## src/hw/acts_pkg.sv

```systemverilog
// How it works
// - results kept as 11-bit, accumulator 18-bit
// - results copied only at cycle end
// - sample count field gives 1 to 256
// - average, max, min and raw last sample
// - cycle ends after copy, busy clears
// - enable 0-to-1 starts a cycle
// - configuration latched until cycle ends
// - done status, interrupt low if unmasked
// - min, max, average always computed
// - select bits pick the result read
// - single sample gives equal results
// - select bits frozen while busy
// - trigger pin edge, rising or falling
// - configure, then enable arms for trigger
// - armed without trigger waits forever
// - delay 0-750 us, level rechecked after
// - wait timed from conversion end
// - no hold-off: samples on wait expiry
// - hold-off: trigger needed at wait end
// - out-of-limit sample ends cycle, done
// - repeat runs back-to-back, no done
// - trigger pin used when external bit set
// - internal start after each conversion
// - clearing repeat finishes current cycle
package acts_pkg;
    // ------------------------------------------------------------
    // register offsets
    // ------------------------------------------------------------
    localparam logic [7:0] REG_CTRL = 8'h00;
    localparam logic [7:0] REG_TIME = 8'h04;
    localparam logic [7:0] REG_LIMIT = 8'h08;
    localparam logic [7:0] REG_RESULT = 8'h0C;
    localparam logic [7:0] REG_STATUS = 8'h10;
    // ------------------------------------------------------------
    // field positions and reset values
    // ------------------------------------------------------------
    localparam int CTRL_EN = 0;
    localparam int CTRL_EXT = 1;
    localparam int CTRL_EDGE = 2;
    localparam int CTRL_HOLD = 3;
    localparam int CTRL_REP = 4;
    localparam int CTRL_CNT = 5;
    localparam int CTRL_SEL = 8;
    localparam int CTRL_IEN = 10;
    localparam int TIME_DLY = 0;
    localparam int TIME_WAIT = 8;
    localparam int LIM_LO = 0;
    localparam int LIM_HI = 16;
    localparam int RES_BUSY = 15;
    localparam logic [31:0] CTRL_RST = 32'h0000_0000;
    localparam logic [31:0] TIME_RST = 32'h0000_0000;
    localparam logic [31:0] LIMIT_RST = 32'h03FF_0000;
    localparam logic [31:0] CTRL_WMASK = 32'h0000_07FF;
    localparam logic [31:0] TIME_WMASK = 32'h0000_0F0F;
    localparam logic [31:0] LIMIT_WMASK = 32'h03FF_03FF;
    // result select codes
    localparam logic [1:0] SEL_LAST = 2'h0;
    localparam logic [1:0] SEL_AVG = 2'h1;
    localparam logic [1:0] SEL_MAX = 2'h2;
    localparam logic [1:0] SEL_MIN = 2'h3;
    // ------------------------------------------------------------
    // timing and bus answers
    // ------------------------------------------------------------
    localparam int CLK_HZ = 50_000_000;
    localparam int US_CYC = CLK_HZ / 1_000_000;
    localparam int STEP_US = 50;
    localparam logic [1:0] RESP_OKAY = 2'h0;
    localparam logic [1:0] RESP_SLVERR = 2'h2;
    // sequencer states, gray in listed order
    typedef enum logic [2:0] {
        S_IDLE = 3'h0,
        S_ARM = 3'h1,
        S_DELAY = 3'h3,
        S_CONV = 3'h2,
        S_WAIT = 3'h6,
        S_FIN = 3'h7
    } acts_state_t;
endpackage : acts_pkg

```

## src/hw/acts_top.sv

```systemverilog
// Implementation choices: the AXI4-Lite slave port and the placing of the registers.
`timescale 1ns/1ps
`default_nettype none
module acts_top
    import acts_pkg::*;
#(
    parameter int P_STEP_US = STEP_US
) (
    // clock and reset
    input wire logic i_clk,
    input wire logic i_rstn,
    // axi4-lite write channels
    input wire logic [7:0] i_awaddr,
    input wire logic i_awvalid,
    output logic o_awready,
    input wire logic [31:0] i_wdata,
    input wire logic [3:0] i_wstrb,
    input wire logic i_wvalid,
    output logic o_wready,
    output logic [1:0] o_bresp,
    output logic o_bvalid,
    input wire logic i_bready,
    // axi4-lite read channels
    input wire logic [7:0] i_araddr,
    input wire logic i_arvalid,
    output logic o_arready,
    output logic [31:0] o_rdata,
    output logic [1:0] o_rresp,
    output logic o_rvalid,
    input wire logic i_rready,
    // converter engine
    output logic o_conv_start,
    input wire logic i_conv_done,
    input wire logic [9:0] i_conv_data,
    // trigger pin and host signals
    input wire logic i_trigger_pin,
    output logic o_int_n,
    output logic o_busy
);
    // ------------------------------------------------------------
    // elaboration checks
    // ------------------------------------------------------------
    if (P_STEP_US < 1 || P_STEP_US > 255) begin : g_chk
        $error("timing step must be 1 to 255 us");
    end

    // ------------------------------------------------------------
    // helpers
    // ------------------------------------------------------------
    // byte-lane merge for register writes
    function automatic logic [31:0] acts_merge(
        input logic [31:0] old_v,
        input logic [31:0] new_v,
        input logic [3:0] strb,
        input logic [31:0] wmask
    );
        logic [31:0] m;
        m = {{8{strb[3]}}, {8{strb[2]}}, {8{strb[1]}}, {8{strb[0]}}} & wmask;
        return (old_v & ~m) | (new_v & m);
    endfunction : acts_merge

    // samples per cycle: 1, 4, 8 .. 256
    function automatic logic [8:0] acts_nsamp(input logic [2:0] code);
        // shift amount widened so code 7 gives 256, not a wrap to 1
        return (code == 3'h0) ? 9'h001 : 9'(9'h001 << ({1'b0, code} + 4'h1));
    endfunction : acts_nsamp

    // average = sum shifted by log2 of count
    function automatic logic [10:0] acts_avg(
        input logic [17:0] s,
        input logic [2:0] code
    );
        logic [17:0] t;
        t = s >> ((code == 3'h0) ? 4'h0 : ({1'b0, code} + 4'h1));
        return t[10:0];
    endfunction : acts_avg

    // us steps from a 4-bit code
    function automatic logic [11:0] acts_us(input logic [3:0] code);
        return 12'(code * P_STEP_US);
    endfunction : acts_us

    // ------------------------------------------------------------
    // declarations
    // ------------------------------------------------------------
    logic [31:0] ctrl_ff; // control word
    logic [31:0] time_ff; // delay and wait codes
    logic [31:0] lim_ff; // low and high limits
    logic en_prev_ff; // enable edge finder
    logic [10:0] res_ff [4]; // result registers by select
    logic aw_rdy_ff, w_rdy_ff, aw_have_ff, w_have_ff;
    logic [7:0] aw_addr_ff;
    logic [31:0] w_data_ff;
    logic [3:0] w_strb_ff;
    logic bvalid_ff, ar_rdy_ff, rvalid_ff;
    logic [1:0] bresp_ff, rresp_ff;
    logic [31:0] rdata_ff;
    logic trig_s1_ff, trig_s2_ff, trig_prev_ff; // pin sync
    acts_state_t state_ff;
    logic [2:0] cfg_cnt_ff; // latched sample count code
    logic cfg_ext_ff, cfg_edge_ff, cfg_hold_ff;
    logic [3:0] cfg_wait_ff, cfg_dly_ff;
    logic [9:0] cfg_lo_ff, cfg_hi_ff;
    logic [8:0] cnt_ff; // samples taken
    logic [11:0] tmr_ff; // microseconds left
    logic [7:0] pre_ff; // prescaler
    logic seen_ff; // edge seen during wait
    logic abort_ff; // limit hit
    logic busy_ff, done_ff, int_n_ff, conv_start_ff;
    logic [9:0] min_ff, max_ff, last_ff;
    logic [17:0] sum_ff;
    logic wr_go, en_rise, edge_hit, trig_act;
    logic out_lim, rep_go, cyc_start;

    // ------------------------------------------------------------
    // combinational decode
    // ------------------------------------------------------------
    assign wr_go = aw_have_ff && w_have_ff && !bvalid_ff;
    assign en_rise = ctrl_ff[CTRL_EN] && !en_prev_ff;
    // matching edge on the synced pin
    assign edge_hit = cfg_edge_ff ? (trig_s2_ff && !trig_prev_ff)
                                  : (!trig_s2_ff && trig_prev_ff);
    // active level follows the chosen edge
    assign trig_act = cfg_edge_ff ? trig_s2_ff : !trig_s2_ff;
    assign out_lim = (i_conv_data > cfg_hi_ff) || (i_conv_data < cfg_lo_ff);
    // repeat bit is read live so clearing it ends the run
    assign rep_go = ctrl_ff[CTRL_REP] && !abort_ff;
    assign cyc_start = (state_ff == S_IDLE && en_rise) ||
                       (state_ff == S_FIN && rep_go);

    // ------------------------------------------------------------
    // axi write path
    // ------------------------------------------------------------
    // address and data taken in either order
    always_ff @(posedge i_clk or negedge i_rstn) begin
        if (!i_rstn) begin
            aw_rdy_ff <= 1'b1;
            w_rdy_ff <= 1'b1;
            aw_have_ff <= 1'b0;
            w_have_ff <= 1'b0;
            aw_addr_ff <= 8'h00;
            w_data_ff <= 32'h0000_0000;
            w_strb_ff <= 4'h0;
            bvalid_ff <= 1'b0;
            bresp_ff <= RESP_OKAY;
        end else begin
            if (i_awvalid && aw_rdy_ff) begin
                aw_addr_ff <= i_awaddr;
                aw_have_ff <= 1'b1;
                aw_rdy_ff <= 1'b0;
            end
            if (i_wvalid && w_rdy_ff) begin
                w_data_ff <= i_wdata;
                w_strb_ff <= i_wstrb;
                w_have_ff <= 1'b1;
                w_rdy_ff <= 1'b0;
            end
            if (wr_go) begin
                aw_have_ff <= 1'b0;
                w_have_ff <= 1'b0;
                bvalid_ff <= 1'b1;
                // unmapped or read-only word answers slverr
                bresp_ff <= (aw_addr_ff == REG_CTRL || aw_addr_ff == REG_TIME ||
                             aw_addr_ff == REG_LIMIT) ? RESP_OKAY : RESP_SLVERR;
            end
            // both readies reopen once the answer is taken
            if (bvalid_ff && i_bready) begin
                bvalid_ff <= 1'b0;
                aw_rdy_ff <= 1'b1;
                w_rdy_ff <= 1'b1;
            end
        end
    end

    // ------------------------------------------------------------
    // register file
    // ------------------------------------------------------------
    always_ff @(posedge i_clk or negedge i_rstn) begin
        if (!i_rstn) begin
            ctrl_ff <= CTRL_RST;
            time_ff <= TIME_RST;
            lim_ff <= LIMIT_RST;
        end else if (wr_go) begin
            case (aw_addr_ff)
                REG_CTRL: begin
                    ctrl_ff <= acts_merge(ctrl_ff, w_data_ff, w_strb_ff, CTRL_WMASK);
                    // select bits frozen while a cycle runs
                    if (busy_ff) begin
                        ctrl_ff[CTRL_SEL+1:CTRL_SEL] <= ctrl_ff[CTRL_SEL+1:CTRL_SEL];
                    end
                end
                REG_TIME: time_ff <= acts_merge(time_ff, w_data_ff, w_strb_ff, TIME_WMASK);
                REG_LIMIT: lim_ff <= acts_merge(lim_ff, w_data_ff, w_strb_ff, LIMIT_WMASK);
                default: ; // writes elsewhere are dropped
            endcase
        end
    end

    // ------------------------------------------------------------
    // axi read path
    // ------------------------------------------------------------
    always_ff @(posedge i_clk or negedge i_rstn) begin
        if (!i_rstn) begin
            ar_rdy_ff <= 1'b1;
            rvalid_ff <= 1'b0;
            rdata_ff <= 32'h0000_0000;
            rresp_ff <= RESP_OKAY;
        end else if (i_arvalid && ar_rdy_ff) begin
            ar_rdy_ff <= 1'b0;
            rvalid_ff <= 1'b1;
            rresp_ff <= RESP_OKAY;
            case (i_araddr)
                REG_CTRL: rdata_ff <= ctrl_ff;
                REG_TIME: rdata_ff <= time_ff;
                REG_LIMIT: rdata_ff <= lim_ff;
                // selected result with busy flag
                REG_RESULT: rdata_ff <= {16'h0000, busy_ff, 4'h0,
                    res_ff[ctrl_ff[CTRL_SEL+1:CTRL_SEL]]};
                REG_STATUS: rdata_ff <= {28'h0000_000, state_ff == S_ARM,
                    abort_ff, done_ff, busy_ff};
                default: begin
                    rdata_ff <= 32'h0000_0000;
                    rresp_ff <= RESP_SLVERR;
                end
            endcase
        end else if (rvalid_ff && i_rready) begin
            rvalid_ff <= 1'b0;
            ar_rdy_ff <= 1'b1;
        end
    end

    // ------------------------------------------------------------
    // trigger pin synchroniser
    // ------------------------------------------------------------
    // pin is asynchronous; first stage read only by second
    always_ff @(posedge i_clk or negedge i_rstn) begin
        if (!i_rstn) begin
            trig_s1_ff <= 1'b0;
            trig_s2_ff <= 1'b0;
            trig_prev_ff <= 1'b0;
        end else begin
            trig_s1_ff <= i_trigger_pin;
            trig_s2_ff <= trig_s1_ff;
            trig_prev_ff <= trig_s2_ff;
        end
    end

    // enable edge tracker
    always_ff @(posedge i_clk or negedge i_rstn) begin
        if (!i_rstn) begin
            en_prev_ff <= 1'b0;
        end else begin
            en_prev_ff <= ctrl_ff[CTRL_EN];
        end
    end

    // ------------------------------------------------------------
    // configuration latch
    // ------------------------------------------------------------
    // software may rewrite registers mid-cycle; the run
    // keeps what it saw at its start
    always_ff @(posedge i_clk or negedge i_rstn) begin
        if (!i_rstn) begin
            cfg_cnt_ff <= 3'h0;
            cfg_ext_ff <= 1'b0;
            cfg_edge_ff <= 1'b0;
            cfg_hold_ff <= 1'b0;
            cfg_dly_ff <= 4'h0;
            cfg_wait_ff <= 4'h0;
            cfg_lo_ff <= 10'h000;
            cfg_hi_ff <= 10'h3FF;
        end else if (state_ff == S_IDLE && en_rise) begin
            cfg_cnt_ff <= ctrl_ff[CTRL_CNT+2:CTRL_CNT];
            cfg_ext_ff <= ctrl_ff[CTRL_EXT];
            cfg_edge_ff <= ctrl_ff[CTRL_EDGE];
            cfg_hold_ff <= ctrl_ff[CTRL_HOLD];
            cfg_dly_ff <= time_ff[TIME_DLY+3:TIME_DLY];
            cfg_wait_ff <= time_ff[TIME_WAIT+3:TIME_WAIT];
            cfg_lo_ff <= lim_ff[LIM_LO+9:LIM_LO];
            cfg_hi_ff <= lim_ff[LIM_HI+9:LIM_HI];
        end
    end

    // ------------------------------------------------------------
    // sequencer
    // ------------------------------------------------------------
    // owns the timer so load and count never fight
    always_ff @(posedge i_clk or negedge i_rstn) begin
        if (!i_rstn) begin
            state_ff <= S_IDLE;
            tmr_ff <= 12'h000;
            pre_ff <= 8'h00;
            cnt_ff <= 9'h000;
            seen_ff <= 1'b0;
            abort_ff <= 1'b0;
            conv_start_ff <= 1'b0;
        end else begin
            conv_start_ff <= 1'b0;
            // prescaled microsecond countdown
            if (tmr_ff != 12'h000) begin
                if (pre_ff == 8'(US_CYC - 1)) begin
                    pre_ff <= 8'h00;
                    tmr_ff <= tmr_ff - 12'h001;
                end else begin
                    pre_ff <= pre_ff + 8'h01;
                end
            end
            case (state_ff)
                S_IDLE: begin
                    if (en_rise) begin
                        cnt_ff <= 9'h000;
                        abort_ff <= 1'b0;
                        pre_ff <= 8'h00;
                        tmr_ff <= acts_us(time_ff[TIME_DLY+3:TIME_DLY]);
                        // external mode arms, internal goes to delay
                        state_ff <= ctrl_ff[CTRL_EXT] ? S_ARM : S_DELAY;
                    end
                end
                S_ARM: begin
                    // no edge, no progress
                    if (edge_hit) begin
                        pre_ff <= 8'h00;
                        tmr_ff <= acts_us(cfg_dly_ff);
                        state_ff <= S_DELAY;
                    end
                end
                S_DELAY: begin
                    if (tmr_ff == 12'h000) begin
                        if (cfg_ext_ff && !trig_act) begin
                            state_ff <= S_ARM;
                        end else begin
                            conv_start_ff <= 1'b1;
                            state_ff <= S_CONV;
                        end
                    end
                end
                S_CONV: begin
                    if (i_conv_done) begin
                        cnt_ff <= cnt_ff + 9'h001;
                        seen_ff <= 1'b0;
                        if (out_lim) begin
                            abort_ff <= 1'b1;
                            state_ff <= S_FIN;
                        end else if (cnt_ff + 9'h001 == acts_nsamp(cfg_cnt_ff)) begin
                            state_ff <= S_FIN;
                        end else begin
                            // wait counted from conversion end
                            pre_ff <= 8'h00;
                            tmr_ff <= acts_us(cfg_wait_ff);
                            state_ff <= S_WAIT;
                        end
                    end
                end
                S_WAIT: begin
                    if (edge_hit) begin
                        seen_ff <= 1'b1;
                    end
                    if (tmr_ff == 12'h000) begin
                        if (cfg_ext_ff && cfg_hold_ff &&
                            !((seen_ff || edge_hit) && trig_act)) begin
                            // hold-off: wait for a fresh trigger
                            pre_ff <= 8'h00;
                            tmr_ff <= 12'h000;
                            state_ff <= S_ARM;
                        end else begin
                            // without hold-off the trigger level does not matter here
                            conv_start_ff <= 1'b1;
                            state_ff <= S_CONV;
                        end
                    end
                end
                S_FIN: begin
                    if (rep_go) begin
                        // next cycle starts as this one ends
                        cnt_ff <= 9'h000;
                        pre_ff <= 8'h00;
                        tmr_ff <= acts_us(cfg_dly_ff);
                        state_ff <= cfg_ext_ff ? S_ARM : S_DELAY;
                    end else begin
                        state_ff <= S_IDLE;
                    end
                end
                default: state_ff <= S_IDLE;
            endcase
        end
    end

    // ------------------------------------------------------------
    // result unit statistics
    // ------------------------------------------------------------
    // min, max and sum track every sample whatever the select
    always_ff @(posedge i_clk or negedge i_rstn) begin
        if (!i_rstn) begin
            min_ff <= 10'h3FF;
            max_ff <= 10'h000;
            last_ff <= 10'h000;
            sum_ff <= 18'h00000;
        end else if (cyc_start) begin
            min_ff <= 10'h3FF;
            max_ff <= 10'h000;
            sum_ff <= 18'h00000;
        end else if (state_ff == S_CONV && i_conv_done) begin
            last_ff <= i_conv_data;
            sum_ff <= sum_ff + {8'h00, i_conv_data};
            if (i_conv_data < min_ff) begin
                min_ff <= i_conv_data;
            end
            if (i_conv_data > max_ff) begin
                max_ff <= i_conv_data;
            end
        end
    end

    // ------------------------------------------------------------
    // result registers
    // ------------------------------------------------------------
    // copied once per cycle so reads never see a half result
    always_ff @(posedge i_clk or negedge i_rstn) begin
        if (!i_rstn) begin
            for (int i = 0; i < 4; i++) begin
                res_ff[i] <= 11'h000;
            end
        end else if (state_ff == S_FIN) begin
            res_ff[SEL_LAST] <= {1'b0, last_ff};
            res_ff[SEL_AVG] <= acts_avg(sum_ff, cfg_cnt_ff);
            res_ff[SEL_MAX] <= {1'b0, max_ff};
            res_ff[SEL_MIN] <= {1'b0, min_ff};
        end
    end

    // ------------------------------------------------------------
    // status and interrupt pin
    // ------------------------------------------------------------
    always_ff @(posedge i_clk or negedge i_rstn) begin
        if (!i_rstn) begin
            busy_ff <= 1'b0;
            done_ff <= 1'b0;
            int_n_ff <= 1'b1;
        end else if (state_ff == S_IDLE && en_rise) begin
            busy_ff <= 1'b1;
            done_ff <= 1'b0;
            int_n_ff <= 1'b1;
        end else if (state_ff == S_FIN && !rep_go) begin
            busy_ff <= 1'b0;
            done_ff <= 1'b1;
            int_n_ff <= !ctrl_ff[CTRL_IEN];
        end else if (!ctrl_ff[CTRL_EN]) begin
            // clearing enable releases the pin
            int_n_ff <= 1'b1;
        end
    end

    // ------------------------------------------------------------
    // outputs
    // ------------------------------------------------------------
    assign o_awready = aw_rdy_ff;
    assign o_wready = w_rdy_ff;
    assign o_bvalid = bvalid_ff;
    assign o_bresp = bresp_ff;
    assign o_arready = ar_rdy_ff;
    assign o_rvalid = rvalid_ff;
    assign o_rdata = rdata_ff;
    assign o_rresp = rresp_ff;
    assign o_conv_start = conv_start_ff;
    assign o_int_n = int_n_ff;
    assign o_busy = busy_ff;
endmodule : acts_top
`default_nettype wire

```

## config.mk

```make
export PLATFORM = sky130hd
export DESIGN_NAME = acts_top
export DESIGN_NICKNAME = d
export VERILOG_FILES = /design/src/hw/acts_pkg.sv /design/src/hw/acts_top.sv
export SDC_FILE = /design/constraint.sdc
export NUM_CORES = 1
export LEC_CHECK = 0
export BUFFER_PORTS_ARGS = -buffer_cell sky130_fd_sc_hd__buf_2
export CAP_MARGIN = 20
export CORE_MARGIN = 2
export CORE_UTILIZATION = 51
export DETAILED_ROUTE_END_ITERATION = 10
export PLACE_DENSITY = 0.7
export SETUP_SLACK_MARGIN = 0.2
export SYNTH_ARGS = -nofsm -noshare
export SYNTH_HDL_FRONTEND = slang
export SYNTH_SLANG_ARGS = --single-unit
```

## constraint.sdc

```tcl
create_clock -name i_clk -period 2.9 [get_ports i_clk]
set_input_delay 0.29 -clock i_clk [delete_from_list [all_inputs] [get_ports i_clk]]
set_output_delay 0.29 -clock i_clk [all_outputs]
set_load 0.05 [all_outputs]
```

# Yosys cells after proc, flatten, opt, wreduce, memory -nomap -nowiden
# Cells that the tools add are included.
[totals]
inputBits = 71
elab_cells = 253
regBits = 348
output_inout_bits = 44
[classes]
mul = 3
n_reduce_logical = 64
mux = 90
eq_ne = 22
n_addsub = 5
n_lt_le_gt_ge = 5
n_shift = 2
n_bitwise = 15
[ops]
columns = ["cell", "n"]
rows = [
  ["$pmux 32 s5", 1],
  ["$mux 12", 10],
  ["$and 32x32->32", 3],
  ["$or 32x32->32", 3],
  ["$mux 8", 10],
  ["$mux 10", 6],
  ["$pmux 12 s5", 1],
  ["$pmux 8 s5", 1],
  ["$mux 18", 2],
  ["$mux 9", 4],
  ["$mux 1", 34],
  ["$and 32x11->32", 1],
  ["$and 32x12->32", 1],
  ["$and 32x26->32", 1],
  ["$not 11->32", 1],
  ["$not 12->32", 1],
  ["$not 26->32", 1],
  ["$mul 4x5->9 const B", 3],
  ["$pmux 9 s3", 1],
  ["$eq 8x4->1 const B", 3],
  ["$reduce_bool 2->1", 12],
  ["$bmux 11 s2", 1],
  ["$mux 11", 2],
  ["$gt 10x10->1", 2],
  ["38 further kinds", 101],
]

# Longest topological paths before layout
# Gate-level depths: netlist (run 1).
[logic_depth]
depth_word = 10
ltp_mapped = 12
ltp_nobuf = 10

# Worst setup path after synthesis (run 1)
# Ideal clock, no wire load.
[synth_timing]
kind = "flip-flop to flip-flop"
startpoint = "register cfg_cnt_ff[0]"
endpoint = "register res_ff[29] in the netlist's numbering"
setup_ns = 0.126
required_time_ns = 2.774
setup_slack_ns = 0.293
stages_incl_launch_ff = 13
t_arrival_ns = 2.481
n_path_buf = 2
path_cell_list = "dfrtp_1 inv_1 ha_1 nor2b_1 nand2b_1 buf_2 buf_2 mux2i_1 nor2_1 a31oi_1 a21oi_1 a221oi_1 nor2_1"
[synth_via]
elab_chain_cells = 3
word_cells_on_any_way = 4
classes_between = "add/sub: 1; shift: 1; mux: 1; reduce/logical: 1"
[synth_lines]
columns = ["element", "line_no", "rtl"]
rows = [
  ["start: declaration", "acts_top.sv:100", "logic [2:0] cfg_cnt_ff;"],
  ["start signal: assignment", "acts_top.sv:273", "cfg_cnt_ff <= ctrl_ff[CTRL_CNT+2:CTRL_CNT];"],
  ["$add 3x1->4 or $logic_not 3->1 (tied branches)", "acts_top.sv:74", "t = s >> ((code == 3'h0) ? 4'h0 : ({1'b0, code} + 4'h1));"],
  ["$mux 4 (*)", "acts_top.sv:74", ""],
  ["$shr 18x4->11 (*)", "acts_top.sv:74", ""],
  ["end signal: indexed assignment", "acts_top.sv:424", "res_ff[SEL_LAST] <= {1'b0, last_ff};"],
  ["end signal: indexed assignment", "acts_top.sv:425", "res_ff[SEL_AVG] <= acts_avg(sum_ff, cfg_cnt_ff);"],
  ["end signal: indexed assignment", "acts_top.sv:426", "res_ff[SEL_MAX] <= {1'b0, max_ff};"],
  ["end: declaration", "acts_top.sv:90", "logic [10:0] res_ff [4];"],
]
# Every way passes the cells marked *; elsewhere a longest branch is shown, timed or not.
# A chain may end at the register's enable or synchronous reset.

# Final worst setup path (run 1)
[layout_timing]
startpoint = "register cfg_cnt_ff[1]"
endpoint = "register tmr_ff[6]"
[layout_via]
elab_chain_cells = 8
word_cells_on_any_way = 9
classes_between = "add/sub: 1; eq/ne: 1; shift: 1; mux: 5; reduce/logical: 1"
[layout_lines]
columns = ["element", "line_no", "rtl"]
rows = [
  ["$add 3x1->4", "acts_top.sv:65", "return (code == 3'h0) ? 9'h001 : 9'(9'h001 << ({1'b0, code} + 4'h1));"],
  ["$shl 1x4->9", "acts_top.sv:65", ""],
  ["$mux 9 (*)", "acts_top.sv:65", ""],
  ["$eq 9x9->1 (*)", "acts_top.sv:344", "end else if (cnt_ff + 9'h001 == acts_nsamp(cfg_cnt_ff)) begin"],
  ["$mux 12 (*)", "acts_top.sv:344", ""],
  ["$mux 12 (*)", "acts_top.sv:341", "if (out_lim) begin"],
  ["$mux 12 (*)", "acts_top.sv:338", "if (i_conv_done) begin"],
  ["$pmux 12 s5 (*)", "acts_top.sv:308", "case (state_ff)"],
  ["end signal: assignment", "acts_top.sv:303", "tmr_ff <= tmr_ff - 12'h001;"],
  ["end signal: assignment", "acts_top.sv:314", "tmr_ff <= acts_us(time_ff[TIME_DLY+3:TIME_DLY]);"],
  ["end signal: assignment", "acts_top.sv:349", "tmr_ff <= acts_us(cfg_wait_ff);"],
  ["end: declaration", "acts_top.sv:105", "logic [11:0] tmr_ff;"],
]
# Marked as above.

==> impl_metrics.json, run 1 <==
{
  "drtIter0Drc": 898,
  "postRouteAntennaNets": 0,
  "layout_common_cells": "276 x nand2_1, 234 x dfrtp_1, 134 x o21ai_0, 92 x buf_2, 89 x inv_1",
  "vdd_drop_max_uv": 605.0,
  "final-seq-area_sq_um": 6802,
  "cp_data_arrival_time_ps": 3080,
  "use_met3": 0.03399,
  "first_pass_iters": 5,
  "drv_slew": 0,
  "syn_area_sq_um": 14620,
  "ff2ff_setup_slack_ps": 260,
  "grt_max_degree": 94,
  "rows": 61,
  "crit_required_ps": 3330,
  "min_to": "w_strb_ff[0]$_DFFE_PN0P_",
  "synth_edf_count": 0,
  "cts_buffers": 28,
  "met1_usage": 0.3487,
  "path_delay_family": "simple AND/OR/NAND/NOR gates",
  "die_y_um": 173.3,
  "cts-root-buf": "clkbuf_16",
  "hold_viol": 0,
  "drc": 0,
  "initial_core_util": 0.5219,
  "grt_use_total": 0.2468,
  "antenna_found_initial": 0,
  "cts_num_sinks": 270,
  "place.gp.congestion": 0.8845,
  "grt_overflow": 0,
  "r2r-start": "cfg_cnt_ff[1]$_DFFE_PN0P_",
  "layout_commonest_cell": "nand2_1",
  "status": "completed",
  "grt_pass1_vias": 11499,
  "cp_cell_sequence": "inv_1, ha_4, nor3b_2, o211ai_1, xor2_1, nor4_2, o2111ai_2, and3_4, o21a_1, o22a_1",
  "slowest_delay_ps": 440,
  "portBuffers": 93,
  "hold_path_class": "in -> reg",
  "worstSetupPathDepth": 10,
  "fillers": 2298,
  "holdPathStages": 2,
  "total_power_w": 0.01389,
  "synth_warnings": 0,
  "use_met2": 0.4022,
  "final.setup_skew_ps": 15.38,
  "fp.coreArea_sq_um": 28010,
  "ioPinCount": 115,
  "setup_viol": 0,
  "synth_area_per_cell_sq_um": 10.01,
  "busiest_layer": "met2",
  "period_share": 0.9112,
  "dp_hpwl_mm": 26.02,
  "dpl.cell_count": 1920,
  "rsz0062_at_grt": "yes",
  "grt_pass1_wl_mm": 60.57,
  "avgRoutedWirePerCell_um": 18.25,
  "die_area_sq_um": 30030,
  "clock_latency_ps": 550,
  "htreeDepth": 1,
  "power_per_cell_area_nw_per_um2": 807.9,
  "final_cells": 2017,
  "cts_max_path_buffers": 3,
  "crit_buf_inv": 1,
  "power.leakage_nw": 8.104,
  "critical_path.max_fanout": 7,
  "clk_pin_slew_worst_paths_ps": 70,
  "cap_violations": 0,
  "place_area_sq_um": 15730,
  "ys_dominant_reg_cell": "dfrtp_1",
  "antenna_cells": 0,
  "finalWirelength_mm": 36.80,
  "synth_cell_type_count": 79,
  "slew_headroom": 0.5029,
  "fmax_ghz": 0.3784,
  "multiInputGateArea_sq_um": 7305,
  "async_flop_share": 1.000,
  "min_period_ps": 2643,
  "finalSetupTns_ps": 0,
  "synth_cells": 1461,
  "final_cell_area_sq_um": 17200,
  "synth-seq-cells": 270,
  "ys_seq_area_frac": 0.4651,
  "num_vias": 11497,
  "avgViaCountPerCell": 5.700,
  "die_width_um": 173.3,
  "finalNetCount": 1777,
  "worst_slew_pin_slew_ps": 745.6,
  "cp_slowest_cell": "dfrtp_2",
  "timing.rr.end": "tmr_ff[6]$_DFF_PN0_",
  "critPathKind": "reg -> reg",
  "cts_tree": "done",
  "hold_start": "i_wstrb[0]",
  "startpoint_type": "register",
  "end_kind": "register",
  "ff2ff_path_depth": 10,
  "drive_gt1_frac": 0.2178,
  "syn2layout_area_growth_pct": 17.65
}
worst reg2reg max path: stages (launching register included):
cell	delay [ps]
dfrtp_2	440
inv_1	110
ha_4	200
nor3b_2	260
o211ai_1	150
xor2_1	170
nor4_2	330
o2111ai_2	260
and3_4	270
o21a_1	180
o22a_1	170
metrics by stage:
stage                     setup WS (ps)  utilization  hold WS [ps]
after floorplan                   293.4            -        -5.591
after global placement            133.3       0.5614         344.6
after detailed placement          103.7       0.5614         343.5
after CTS                         178.2       0.6112         4.903
after global routing              138.7       0.6140         14.09
final                             257.4       0.6140         22.25
cell type report:
cell class                 instances  share of cell area
timing repair buffer             185             0.07740
inverter                          89             0.01942
sequential                       270              0.3955
clock inverter                    11            0.007711
clock buffer                      41             0.04780
tap                              378             0.02750
multi-input combinational       1043              0.4247
power by group:
part	switching, W	internal [W]	leakage, nW
Clock	0.00152	0.00223	0.471
Combinational	0.00243	0.00195	4.23
Sequential	0.000900	0.00487	3.40
routing by layer:
metal  routed length [um]  vias to the layer above
li1                     -                     5417
met5                    0                        -
met2                17430                      332
met3                 2032                       64
met4                  860                        0
met1                16480                     5684
synth_stat cells, drive strengths merged, types with 5 or more instances:
master / number / area (sq um)
nand2: 278 / 1046
dfrtp: 236 / 5906
o21ai: 141 / 705.7
inv: 89 / 334.1
ha: 85 / 1064
mux2: 81 / 912.1
nor2: 60 / 227.7
a21oi: 53 / 269.0
clkbuf: 49 / 183.9
dfstp: 34 / 893.4
mux2i: 25 / 250.2
xnor2: 25 / 219.0
nor3: 24 / 131.4
nand3: 23 / 125.1
mux4: 22 / 495.5
buf: 20 / 126.4
xor2: 19 / 166.4
nor2b: 15 / 93.84
and3: 14 / 87.58
a21o: 13 / 97.59
o211ai: 13 / 97.59
a222oi: 12 / 120.1
nand4: 11 / 68.82
a31oi: 9 / 56.30
and2: 9 / 56.31
nand2b: 9 / 56.30
nor4: 6 / 37.54
o21a: 6 / 45.04
a22o: 5 / 43.79
nor3b: 5 / 42.54
o221ai: 5 / 43.79
how the worst max path moves through the flow:
stage / startpoint / end / slack [ps]
global placement: cfg_cnt_ff[1]$_DFFE_PN0P_ / tmr_ff[6]$_DFF_PN0_ / 130
detailed placement: cfg_cnt_ff[0]$_DFFE_PN0P_ / tmr_ff[6]$_DFF_PN0_ / 100
CTS: cfg_cnt_ff[1]$_DFFE_PN0P_ / tmr_ff[6]$_DFF_PN0_ / 180
floorplan: cfg_cnt_ff[0]$_DFFE_PN0P_ / res_ff[29]$_DFFE_PN0P_ / 290
global route: cfg_cnt_ff[1]$_DFFE_PN0P_ / tmr_ff[5]$_DFF_PN0_ / 140
finish: cfg_cnt_ff[1]$_DFFE_PN0P_ / tmr_ff[6]$_DFF_PN0_ / 260
timing repair:
item / CTS / global route
gates cloned: 0 / 0
pin swaps: 0 / 6
gates resized for setup: 7 / 13
hold buffers: 41 / 0
setup endpoints to repair: 24 / 35
endpoints found under the hold margin: 125 / 0
setup buffers: 0 / 4
kinds of logic (layout without fill, tap and decap cells):
group	Yosys count	in the layout	share of synthesized area
AO/OA/AOI/OAI	300	300	0.1262
multiplexers	128	128	0.1134
other	1	11	0.0002565
adder cells (fa/ha/maj)	89	89	0.07823
flip-flops	270	270	0.4651
AND/OR/NAND/NOR	469	469	0.1434
XOR/XNOR	46	46	0.02944
buffers and inverters	158	326	0.04408
Note: power is estimated with default switching activity, not from simulation.
==> run 2, diff against run 1 <==
--- a/config.mk
+++ b/config.mk
@@ -7,10 +7,12 @@
 export LEC_CHECK = 0
 export BUFFER_PORTS_ARGS = -buffer_cell sky130_fd_sc_hd__buf_2
 export CAP_MARGIN = 20
+export CELL_PAD_IN_SITES_DETAIL_PLACEMENT = 1
+export CELL_PAD_IN_SITES_GLOBAL_PLACEMENT = 2
 export CORE_MARGIN = 2
-export CORE_UTILIZATION = 51
+export CORE_UTILIZATION = 39
 export DETAILED_ROUTE_END_ITERATION = 10
-export PLACE_DENSITY = 0.7
+export PLACE_DENSITY_LB_ADDON = 0.1
 export SETUP_SLACK_MARGIN = 0.2
 export SYNTH_ARGS = -nofsm -noshare
 export SYNTH_HDL_FRONTEND = slang
==> run 2 against run 1 <==
  * Power grew 4.6%
  * Worst setup slack lost 60 ps
  * Die area is 30% higher
  * Clock power up 9.6%
  * Fmax down 2.2%
  * Combinational power increased by 6.6%
  * Largest cell class unchanged
  * Non-clock buffer count up 19
  * Flip-flop and latch count is the same
==> impl_metrics.json, run 2 (synthesis results as in run 1) <==
{
  "layout_common_cells": "276 x nand2_1, 234 x dfrtp_1, 132 x o21ai_0, 93 x buf_2, 87 x inv_1",
  "num_vias": 11405,
  "rsz0062_at_grt": "yes",
  "drc": 0,
  "clk_pin_slew_worst_paths_ps": 50,
  "grt_overflow": 0,
  "syn2layout_area_growth_pct": 21.03,
  "die_width_um": 197.6,
  "min_to": "w_data_ff[6]$_DFFE_PN0P_",
  "grt_pass1_wl_mm": 68.01,
  "slew_headroom": 0.4200,
  "first_pass_iters": 5,
  "rows": 70,
  "hold_start": "i_wdata[6]",
  "ioPinCount": 115,
  "antenna_found_initial": 0,
  "grt_max_degree": 91,
  "r2r-start": "cfg_cnt_ff[1]$_DFFE_PN0P_",
  "grt_use_total": 0.2227,
  "drive_gt1_frac": 0.2382,
  "finalNetCount": 1802,
  "portBuffers": 93,
  "startpoint_type": "register",
  "cp_slowest_cell": "dfrtp_2",
  "layout_commonest_cell": "nand2_1",
  "final.setup_skew_ps": 19.41,
  "postRouteAntennaNets": 0,
  "seq_power_share": 0.396,
  "place.gp.congestion": 0.8347,
  "power.leakage_nw": 8.263,
  "cts_num_sinks": 270,
  "final_util": 0.4810,
  "ff2ff_path_depth": 11,
  "clock_latency_ps": 550,
  "cts_max_path_buffers": 3,
  "drtIter0Drc": 466,
  "path_delay_family": "compound AO/OA/AOI/OAI gates",
  "crit_buf_inv": 2,
  "cts-root-buf": "clkbuf_16",
  "cap_violations": 0,
  "min_period_ps": 2703,
  "status": "completed",
  "fmax_ghz": 0.3700,
  "p_int_w": 0.009382,
  "die_y_um": 197.6,
  "slowest_delay_ps": 420,
  "antenna_cells": 0,
  "cp_cell_sequence": "buf_6, ha_4, nor3b_4, o21a_1, a21oi_2, o41ai_4, o2111ai_4, buf_6, and3_4, o21a_1, a2bb2oi_1",
  "cts_buffers": 34,
  "cts_tree": "done",
  "critical_path.max_fanout": 6,
  "comb_power_share": 0.321,
  "pwr-share-clk": 0.283,
  "worst_slack_ps": 197.2,
  "die_area_sq_um": 39050,
  "htreeDepth": 2,
  "avgViaCountPerCell": 5.342,
  "setup_viol": 0,
  "hold_viol": 0,
  "grt_pass1_vias": 12209,
  "power.switching_w": 0.005152,
  "place_area_sq_um": 15910,
  "initial_core_util": 0.3974,
  "finalWirelength_mm": 42.36,
  "holdPathStages": 2,
  "fillers": 4123,
  "dp_hpwl_mm": 30.44,
  "hold_path_class": "in -> reg",
  "drv_slew": 0,
  "power_per_cell_area_nw_per_um2": 821.4,
  "crit_required_ps": 3310,
  "timing.rr.end": "tmr_ff[1]$_DFF_PN0_",
  "critPathKind": "reg -> reg",
  "worst_slew_pin_slew_ps": 870.0,
  "place_ws_ps": -36.55,
  "fp.coreArea_sq_um": 36790,
  "end_kind": "register",
  "period_share": 0.9320,
  "finalSetupTns_ps": 0,
  "avgRoutedWirePerCell_um": 19.84,
  "vdd_drop_max_uv": 549.6,
  "ff2ff_setup_slack_ps": 200,
  "swShare": 0.3545,
  "final_cell_area_sq_um": 17690,
  "cp_data_arrival_time_ps": 3110
}
==> run 2: cell types whose count changed in the layout (fill, tap and decap cells not counted), sizes merged <==
cell,delta
inv,+1
clkbuf,+11
buf,+19
clkinv,-1
bufinv,-2
==> run 2: power by group through the flow <==
stage	Clock (W)	Sequential [W]	Combinational, W
2_1_floorplan	0	0.00557	0.00307
4_1_cts	0.00425	0.00576	0.00457
3_3_place_gp	0	0.00577	0.00435
5_1_grt	0.00439	0.00591	0.00528
3_5_place_dp	0	0.00582	0.00446
6_report	0.00411	0.00576	0.00467
==> run 2: worst register-to-register path: stages (launching register included) <==
cell,delay (ps)
dfrtp_2,420
buf_6,120
ha_4,150
nor3b_4,250
o21a_1,250
a21oi_2,100
o41ai_4,390
o2111ai_4,230
buf_6,180
and3_4,180
o21a_1,190
a2bb2oi_1,120
==> run 2: routing by layer <==
layer | GRT usage | vias to the layer above | share of wire
met5 | 0 | - | 0
met4 | 0.05625 | 0 | 0.019
met3 | 0.03244 | 54 | 0.024
met2 | 0.3748 | 131 | 0.49
met1 | 0.3018 | 5758 | 0.47
li1 | - | 5462 | -
==> run 2: worst max path at each step <==
stage               cells after the start  slack [ps]                      start                     end
floorplan                              12         290  cfg_cnt_ff[0]$_DFFE_PN0P_  res_ff[29]$_DFFE_PN0P_
global placement                       11          50  cfg_cnt_ff[0]$_DFFE_PN0P_     tmr_ff[4]$_DFF_PN0_
detailed placement                     11         -40  cfg_cnt_ff[1]$_DFFE_PN0P_     tmr_ff[5]$_DFF_PN0_
CTS                                    10         200  cfg_cnt_ff[1]$_DFFE_PN0P_     tmr_ff[6]$_DFF_PN0_
global route                           11          70  cfg_cnt_ff[1]$_DFFE_PN0P_     tmr_ff[6]$_DFF_PN0_
finish                                 11         200  cfg_cnt_ff[1]$_DFFE_PN0P_     tmr_ff[1]$_DFF_PN0_
==> run 2: per-stage QoR <==
step	power, W	hold slack [ps]	cells
finish	0.01453	20.08	2135
global route	0.01557	5.028	2135
CTS	0.01457	1.394	2121
detailed placement	0.01028	222.7	2019
global placement	0.01012	215.8	2019
floorplan	0.008641	-5.591	1471
==> run 2: final cells by class <==
cell class | count | area (sq um) | area share
Clock inverter | 9 | 80.08 | 0.004526
Clock buffer | 52 | 989.7 | 0.05594
Tap cell | 468 | 585.6 | 0.03310
Multi-Input combinational cell | 1043 | 7412 | 0.4189
Timing Repair Buffer | 204 | 1490 | 0.08422
Sequential cell | 270 | 6802 | 0.3844
Inverter | 89 | 334.1 | 0.01888
==> run 2: timing repair <==
action / 4_1_cts / 5_1_grt
hold endpoints to repair: 78 / 0
resized for setup: 10 / 40
setup buffers: 0 / 13
cloned: 0 / 1
setup endpoints to repair: 26 / 33
hold buffers: 41 / 0
pin swaps: 4 / 23
